**src/logic/sbd_pkg.sv**
```systemverilog
package sbd_pkg;

	// Bus geometry.
	localparam int DATA_W   = 64;
	localparam int GROUPS   = 4;
	localparam int GROUP_W  = 16;

	// Values after reset.
	localparam logic [63:0] DATA_RST = 64'h0;
	localparam logic [3:0]  NIB_RST  = 4'hf;

	// One beat of data with its parity and inversion lines, active high inside the block.
	typedef struct packed {
		logic [63:0] data;
		logic [3:0]  parity;
		logic [3:0]  invert;
	} sbd_beat_type;

endpackage
```
**src/logic/sbd_data_phase.sv**
```systemverilog
`timescale 1ns/10ps
`default_nettype none

module sbd_data_phase (
	// Clock and reset.
	input  wire logic                 clk,
	input  wire logic                 sys_rst,
	// Core send side.
	input  wire logic                 tx_req,
	input  wire logic                 tx_valid,
	input  wire logic [63:0]          tx_data,
	input  wire logic [3:0]           tx_invert,
	input  wire logic                 tx_last,
	output logic                      tx_ready,
	output logic                      tx_owned,
	// Core receive side.
	output var sbd_pkg::sbd_beat_type rx_beat,
	output logic                      rx_valid,
	output logic                      rx_parity_err,
	output logic                      rx_postponed,
	// Bus pins, split into input, output and output enable.
	input  wire logic [63:0]          data_n_in,
	output logic      [63:0]          data_n_out,
	output logic                      data_n_oe,
	input  wire logic [3:0]           data_parity_n_in,
	output logic      [3:0]           data_parity_n_out,
	output logic                      data_parity_n_oe,
	input  wire logic [3:0]           data_invert_n_in,
	output logic      [3:0]           data_invert_n_out,
	output logic                      data_invert_n_oe,
	input  wire logic                 data_valid_n_in,
	output logic                      data_valid_n_out,
	output logic                      data_valid_n_oe,
	input  wire logic                 data_bus_in_use_n_in,
	output logic                      data_bus_in_use_n_out,
	output logic                      data_bus_in_use_n_oe,
	input  wire logic                 completion_postponed_n
);

	typedef enum logic [1:0] {
		ST_IDLE,
		ST_WAIT,
		ST_OWN
	} sbd_state_type;

	sbd_state_type     state_ff;
	sbd_state_type     nxt_state;
	wire logic [63:0]  coded_data;
	wire logic [3:0]   coded_par;
	logic [63:0]       data_out_ff;
	logic [3:0]        par_out_ff;
	logic [3:0]        inv_out_ff;
	logic              valid_out_ff;
	logic              busy_out_ff;
	logic              finish_ff;
	logic              bus_free;
	logic              beat_go;
	logic [3:0]        rx_par_chk;

	// Per-group inversion and parity for the outgoing beat.
	genvar g;
	generate
		for (g = 0; g < sbd_pkg::GROUPS; g++) begin : g_grp
			sbd_group_par #(.WIDTH(sbd_pkg::GROUP_W)) u_par (
				.grp_data (tx_data[g*sbd_pkg::GROUP_W +: sbd_pkg::GROUP_W]),
				.grp_inv  (tx_invert[g]),
				.grp_out  (coded_data[g*sbd_pkg::GROUP_W +: sbd_pkg::GROUP_W]),
				.grp_par  (coded_par[g])
			);
		end
	endgenerate

	// The lines are free only once no other agent holds bus-in-use.
	assign bus_free = data_bus_in_use_n_in;
	assign beat_go  = (state_ff == ST_OWN) && tx_valid && !finish_ff;
	assign tx_ready = (state_ff == ST_OWN) && !finish_ff;
	assign tx_owned = (state_ff == ST_OWN);

	// Ownership sequencing: wait for release, own, then release after the last beat.
	always_comb begin
		nxt_state = state_ff;
		case (state_ff)
			ST_IDLE: begin
				if (tx_req) begin
					nxt_state = ST_WAIT;
				end
			end
			ST_WAIT: begin
				if (bus_free) begin
					nxt_state = ST_OWN;
				end
			end
			ST_OWN: begin
				if (finish_ff) begin
					nxt_state = ST_IDLE;
				end
			end
			default: begin
				nxt_state = ST_IDLE;
			end
		endcase
	end

	// State register.
	always_ff @(posedge clk) begin
		if (sys_rst) begin
			state_ff <= ST_IDLE;
		end else begin
			state_ff <= nxt_state;
		end
	end

	// Last beat marks the end of ownership in the following clock.
	always_ff @(posedge clk) begin
		if (sys_rst || state_ff != ST_OWN) begin
			finish_ff <= 1'b0;
		end else if (beat_go && tx_last) begin
			finish_ff <= 1'b1;
		end
	end

	// Bus-in-use is held low for every clock of ownership.
	always_ff @(posedge clk) begin
		if (sys_rst) begin
			busy_out_ff <= 1'b0;
		end else begin
			busy_out_ff <= (nxt_state == ST_OWN);
		end
	end

	// Outgoing beat; a clock without tx_valid becomes an idle clock.
	always_ff @(posedge clk) begin
		if (sys_rst) begin
			data_out_ff  <= sbd_pkg::DATA_RST;
			par_out_ff   <= sbd_pkg::NIB_RST;
			inv_out_ff   <= sbd_pkg::NIB_RST;
			valid_out_ff <= 1'b0;
		end else begin
			valid_out_ff <= beat_go;
			if (beat_go) begin
				data_out_ff <= ~coded_data;
				par_out_ff  <= ~coded_par;
				inv_out_ff  <= ~tx_invert;
			end
		end
	end

	// Pin drive; every line is driven only while this agent owns the bus.
	assign data_n_out            = data_out_ff;
	assign data_parity_n_out     = par_out_ff;
	assign data_invert_n_out     = inv_out_ff;
	assign data_valid_n_out      = ~valid_out_ff;
	assign data_bus_in_use_n_out = ~busy_out_ff;
	assign data_n_oe             = busy_out_ff;
	assign data_parity_n_oe      = busy_out_ff;
	assign data_invert_n_oe      = busy_out_ff;
	assign data_valid_n_oe       = busy_out_ff;
	assign data_bus_in_use_n_oe  = busy_out_ff;

	// Expected parity of each received group, taken over the wire levels.
	always_comb begin
		for (int i = 0; i < sbd_pkg::GROUPS; i++) begin
			rx_par_chk[i] = ^(~data_n_in[i*sbd_pkg::GROUP_W +: sbd_pkg::GROUP_W]);
		end
	end

	// Receive capture only on valid clocks; idle clocks leave the beat untouched.
	always_ff @(posedge clk) begin
		if (sys_rst) begin
			rx_beat       <= '0;
			rx_valid      <= 1'b0;
			rx_parity_err <= 1'b0;
		end else begin
			rx_valid <= !data_valid_n_in && !busy_out_ff;
			if (!data_valid_n_in && !busy_out_ff) begin
				rx_beat.data   <= ~data_n_in;
				rx_beat.parity <= ~data_parity_n_in;
				rx_beat.invert <= ~data_invert_n_in;
				rx_parity_err  <= (rx_par_chk != ~data_parity_n_in);
			end
		end
	end

	// Postponement is only received; it is registered for the core.
	always_ff @(posedge clk) begin
		if (sys_rst) begin
			rx_postponed <= 1'b0;
		end else begin
			rx_postponed <= !completion_postponed_n;
		end
	end

	// Checks.
	a_busy_covers_valid: assert property (@(posedge clk) disable iff (sys_rst)
		!data_valid_n_out |-> !data_bus_in_use_n_out)
		else $error("data valid outside bus ownership");
	a_wait_for_free: assert property (@(posedge clk) disable iff (sys_rst)
		(state_ff == ST_WAIT && !data_bus_in_use_n_in) |=> state_ff != ST_OWN)
		else $error("bus taken while another agent held it");
	a_parity_match: assert property (@(posedge clk) disable iff (sys_rst)
		beat_go |=> (~data_parity_n_out[0] == ^(~data_n_out[15:0])))
		else $error("driven parity does not match data");
	a_valid_per_beat: assert property (@(posedge clk) disable iff (sys_rst)
		beat_go |=> !data_valid_n_out)
		else $error("beat not marked valid");
	a_idle_clock: assert property (@(posedge clk) disable iff (sys_rst)
		(tx_owned && !tx_valid) |=> data_valid_n_out)
		else $error("idle clock marked valid");
	a_invert_group: assert property (@(posedge clk) disable iff (sys_rst)
		(beat_go && tx_invert[3]) |=> (data_n_out[63:48] == $past(tx_data[63:48])))
		else $error("group three inversion wrong");
	a_rx_capture: assert property (@(posedge clk) disable iff (sys_rst)
		(data_valid_n_in && !busy_out_ff) |=> (!rx_valid && $stable(rx_beat)))
		else $error("captured on idle clock");
	a_postpone_pass: assert property (@(posedge clk) disable iff (sys_rst)
		!completion_postponed_n |=> rx_postponed)
		else $error("postponement lost");
	c_own: cover property (@(posedge clk) state_ff == ST_WAIT ##1 state_ff == ST_OWN);
	c_gap: cover property (@(posedge clk) beat_go ##1 (tx_owned && !tx_valid) ##1 beat_go);
	c_rx: cover property (@(posedge clk) rx_valid ##1 !rx_valid ##1 rx_valid);

endmodule

`default_nettype wire

```
**src/logic/sbd_group_par.sv**
```systemverilog
`timescale 1ns/10ps
`default_nettype none

// Parity over one 16-bit group of data lines, with the optional inversion applied.
module sbd_group_par #(
	parameter int WIDTH = 16
) (
	// Raw group data and inversion request.
	input  wire logic [WIDTH-1:0] grp_data,
	input  wire logic             grp_inv,
	// Coded group and its parity bit.
	output logic      [WIDTH-1:0] grp_out,
	output logic                  grp_par
);

	// Inversion flips the whole group; parity covers the data as it appears on the wire.
	assign grp_out = grp_inv ? ~grp_data : grp_data;
	assign grp_par = ^grp_out;

endmodule

`default_nettype wire

```
**config.mk**
```make
export PLATFORM = sky130hd
export DESIGN_NAME = sbd_data_phase
export DESIGN_NICKNAME = d
export VERILOG_FILES = /design/src/logic/sbd_pkg.sv /design/src/logic/sbd_data_phase.sv /design/src/logic/sbd_group_par.sv
export SDC_FILE = /design/constraint.sdc
export NUM_CORES = 1
export LEC_CHECK = 0
export BUFFER_PORTS_ARGS = -buffer_cell sky130_fd_sc_hd__buf_2
export CAP_MARGIN = 20
export CORE_MARGIN = 2
export CORE_UTILIZATION = 40
export DETAILED_ROUTE_END_ITERATION = 16
export PLACE_DENSITY = 0.7
export SYNTH_ARGS = -nofsm -noshare
export SYNTH_HDL_FRONTEND = slang
export SYNTH_HIERARCHICAL = 1
export SYNTH_SLANG_ARGS = --single-unit
export TNS_END_PERCENT = 1
```
**constraint.sdc**
```tcl
create_clock -name clk -period 1.77 [get_ports clk]
set_input_delay 0.354 -clock clk [delete_from_list [all_inputs] [get_ports clk]]
set_output_delay 0.354 -clock clk [all_outputs]
set_load 0.02 [all_outputs]
```
Word level (Yosys, flattened, before mapping)
Index checks and enable logic that the tools add are counted.
{ "classes": {"eq_ne": 5, "muxes": 8, "bitwise_logic": 16, "reduce_logical": 19} }
{ "op_table": {"columns": ["cell", "n"], "rows": [
  ["NOT 16 bit", 8],
  ["NOT 64 bit", 2],
  ["parity 16 bit", 8],
  ["2-to-1 mux 16 bit", 4],
  ["NOT 4 bit", 4],
  ["2-to-1 mux 2 bit", 3],
  ["one-hot mux 2 bit (3 select lines)", 1],
  ["logical AND 1 bit", 5],
  ["equality test 2 bit (second input constant)", 2],
  ["zero test 1 bit", 4],
  ["!= test 4 bit", 1],
  ["equality test 2 x 1 -> 1 bit (second input constant)", 1],
  ["zero test 2 bit", 1],
  ["!= test 2 bit (second input constant)", 1],
  ["NOT 1 bit", 2],
  ["logical OR 1 bit", 1]
]} }
{ "totals": {"register_bits": 152, "inputBits": 148, "out_inout_bits": 156} }

Depth between registers and ports, before layout
{ "logic_depth": {"word_depth": 4, "depth_mapped": 7, "depth_no_buf": 6} }

Modules after synthesis
Netlist, hierarchy kept.
{ "by_module_without_submodules": {"columns": ["mod", "instances", "cells_each", "area_per_inst_um2", "seq_area_each_um2"], "rows": [
  ["sbd_data_phase", 1, 576, 5596.6, 3042.9],
  ["sbd_group_par", 4, 33, 281.5, 0.0]
]} }

Least setup slack after synthesis
OpenSTA, ideal clock, no wires.
{ "synth_path": {"path_type": "reg2reg", "from": "reg state_ff[0]", "to": "reg data_out_ff[10] (netlist: data_n_out[10])", "setup_time_ns": 0.134, "arrival_time_ns": 1.599, "path_slack_ns": 0.037, "stages_incl_launch_ff": 7, "n_path_buf": 2, "period_less_slack_ns": 1.733, "cell_sequence": "dfxtp_1 -> nand2b_1 -> nor2_1 -> and2_1 -> buf_2 -> buf_1 -> a211oi_1"} }
{ "synth_between": {"elab_chain_len": 3} }
{ "synth_rtl": {"columns": ["element", "line_no", "text"], "rows": [
  ["from (decl)", "sbd_data_phase.sv:46", "sbd_state_type state_ff;"],
  ["from (signal assigned)", "sbd_data_phase.sv:109", "state_ff <= nxt_state;"],
  ["equality test 2 bit", "sbd_data_phase.sv:75", "assign beat_go = (state_ff == ST_OWN) && tx_valid && !finish_ff;"],
  ["logical AND 1 bit (2 in series)", "sbd_data_phase.sv:75", null],
  ["to (signal assigned)", "sbd_data_phase.sv:134", "data_out_ff <= sbd_pkg::DATA_RST;"],
  ["to (signal assigned)", "sbd_data_phase.sv:141", "data_out_ff <= ~coded_data;"],
  ["to (decl)", "sbd_data_phase.sv:50", "logic [63:0] data_out_ff;"]
]} }
Every way passes these cells.
A chain may end at the register's enable or synchronous reset.

Worst setup path in the final report
{ "layout_path": {"from": "reg state_ff[0]", "to": "out tx_ready"} }
{ "layout_between": {"elab_chain_len": 2} }
{ "layout_rtl": {"columns": ["element", "line_no", "text"], "rows": [
  ["equality test 2 bit", "sbd_data_phase.sv:76", "assign tx_ready = (state_ff == ST_OWN) && !finish_ff;"],
  ["logical AND 1 bit", "sbd_data_phase.sv:76", null],
  ["to (decl)", "sbd_data_phase.sv:14", "output logic tx_ready,"]
]} }
Every way passes these cells.

==> flow_summary.yaml <==
critical_path:
  start_kind: "flop"
  max_stage_delay_ns: 0.33
  critPathMaxFanout: 3
  crit_required_ns: 1.42
  path_cells: "nand2b_4 -> nor2_2 -> buf_4 -> buf_2"
  worst_setup_path_end_kind: "primary output"
  critPathBufInv: 2
  cp.arrival_ns: 1.30
  crit_type: "flop to primary output"
  path_delay_family: "flip-flops"
  cp_slowest_cell: "dfxtp_1"
clock_network:
  path_clk_slew_ns: 0.07
  ctsHoldBuffers: 0
  cts_setup_buffers: 0
  cts_made_buffers: 17
  clockBufferDepth: 2
  cts_max_level: 4
  cts_tree: "built"
  cts.root.buffer_cell: "clkbuf_16"
  insertion_delay_ns: 0.41
  cts_resized: 0
  clock_sinks: 152
global_routing:
  antenna_found_initial: 1
  grt_pass1_wl_microns: 28300
  grt_pass1_vias: 5715
  grt_max_degree: 118
  overflow: 0
  gr-usage-all-layers_pct: 19.8
placement:
  hpwl_microns: 13300
  dpl_cell_area_sq_um: 8530
  portBuffers: 303
  place_congestion: 0.836
logic_synthesis:
  yosysSeqAreaShare_pct: 45.3
  synth_area_leader_cell: "dfxtp_1"
  syn_avg_cell_area_sq_um: 9.50
  synth.top_cell.area_share_pct: 45.3
  synth_mux_area_share_pct: 0.149
  ys_ff_latch: 152
  yosysWarnings: 6
  synth_top_family_by_area: "XOR/XNOR gates"
  syn-num-nets: 856
  synth_compound_area_share_pct: 16.6
  synth_xor_xnor_area_share_pct: 24.8
  syn-instance-count: 708
  synthAdderAreaFrac_pct: 0
  yosysUniqueCellTypes: 21
  syn_area_sq_um: 6720
  synth-simple-area-share_pct: 9.03
  synthTopCellsByArea: "dfxtp_1 45%, a211oi_1 15%, xnor2_1 14%, xor2_1 9.9%, nor2_1 8.5%"
floorplanning:
  core_area_sq_um: 16500
  io-pin-count: 304
  fp.dieW_microns: 134
  die-area_sq_um: 17900
  rows: 47
  die_y_microns: 134
  start_util_pct: 40.7
layout:
  drive_gt1_share_pct: 36.3
  finalInstanceArea_sq_um: 9160
  area_growth_pct: 36.2
  finalNetCount: 1144
  final_core_util_pct: 55.4
sta:
  slew_headroom_pct: 63.1
  slew_violations: 0
  finalSetupViolCount: 0
  finClkSkew_ns: 0.0113
  fin_crit_sh_pct: 93.5
  timing.fmax_mhz: 604
  hold_viol: 0
  setup_tns_ns: 0
  whs_ns: 0.0824
  worstMarginPinSlew_ns: 0.553
  period_minus_slack_ns: 1.65
drt:
  vias_per_cell: 4.75
  routed_wl_microns: 17700
  drt_first_iter_violations: 167
  antenna_left: 0
  drc: 0
  wl_per_cell_microns: 14.4
  num_vias: 5844
  first_pass_iters: 4
pwr:
  p_per_area_nw_per_um2: 1040
  p_leak_uw: 0.00404
  irDropWorstVdd_mv: 0.591
  total_power_uw: 9490
status:
  status: "complete, no violations"
job:
  cap_violations: 0
min_path:
  hold_path.class: "primary input to flop"
[power by group]
part           switching, uW  total (uW)  internal [uW]
combinational           1120        2040            920
clock                   1530        3730           2200
sequential              95.3        3720           3620
[routing by layer]
layer | wire, microns | global-route usage [%] | up-vias
met5 | 0 | 0 | -
met1 | 7600 | 23.6 | 2633
met3 | 1230 | 5.97 | 30
met4 | 493 | 8.63 | 0
li1 | - | - | 2975
met2 | 8370 | 33.1 | 206
[synthesized netlist by cell type]
| master | count |
|---|---|
| inv_1 | 5 |
| clkbuf_1 | 34 |
| mux2i_1 | 1 |
| dfxtp_1 | 152 |
| a311oi_2 | 1 |
| a211oi_1 | 136 |
| and2_1 | 1 |
| xor2_1 | 76 |
| nor3_1 | 4 |
| a211o_1 | 8 |
| buf_2 | 17 |
| nor2_1 | 152 |
| xnor2_1 | 105 |
| a21oi_1 | 1 |
| nand2_1 | 1 |
| a31oi_1 | 1 |
| xnor3_1 | 3 |
| nand2b_1 | 1 |
| buf_1 | 4 |
| buf_4 | 4 |
| xnor2_2 | 1 |
[per-stage QoR]
step	std cells	setup WS [ns]
2_1_floorplan	708	0.0367
3_3_place_gp	1197	-0.207
3_5_place_dp	1197	-0.204
4_1_cts	1229	0.00695
5_1_grt	1230	-0.00113
6_report	1230	0.115
[kinds of logic (layout without fill, tap and decap cells)]
family / Yosys count / after routing
DFF: 152 / 152
muxes: 1 / 1
and+or+nand+nor: 159 / 159
buffers and inverters: 64 / 365
xor gates and xnor gates: 185 / 185
AOI/OAI and AO/OA: 147 / 147
other: 0 / 1
[state kept, by name (all words and copies together), names as in the netlist, 2 cells and up]
register           count
data_n_out            64
data_parity_n_out      4
rx_beat               72
state_ff               2
data_invert_n_out      4
[cells in the final DEF (no fill, tap or decap), types with 4 or more instances in the layout]
cell,Yosys,layout
clkbuf_16,0,17
inv_6,0,4
buf_4,4,20
a211o_1,8,8
nor3_1,4,4
dfxtp_1,152,152
nor2_1,152,150
xor2_1,76,76
buf_12,0,6
a211oi_1,136,136
inv_1,5,5
buf_2,17,302
xnor2_1,105,105
[final cells by class]
cell class / count / area (sq um)
diodes: 1 / 2.50
clock buffers: 19 / 453
clock inverters: 13 / 159
fillers: 1507 / 7370
inverters: 5 / 18.8
multi-input cells: 492 / 3420
flip-flops and latches: 152 / 3040
well taps: 220 / 275
repair buffers: 328 / 1780
[worst paths after layout]
check                                          from                           endpoint  slack (ns)  cells after the start
setup / recovery             state_ff[0]$_SDFF_PP0_                           tx_ready        0.12                      4
hold / removal               completion_postponed_n            rx_postponed$_SDFF_PP0_        0.08                      2
setup reg to reg    data_bus_in_use_n_oe$_SDFF_PP0_           rx_beat[17]$_SDFFE_PP0P_        0.33                      4
hold reg to reg   data_parity_n_out[2]$_SDFFE_PP1P_  data_parity_n_out[2]$_SDFFE_PP1P_        0.46                      1
No activity file was read; power rests on OpenSTA's default activity.
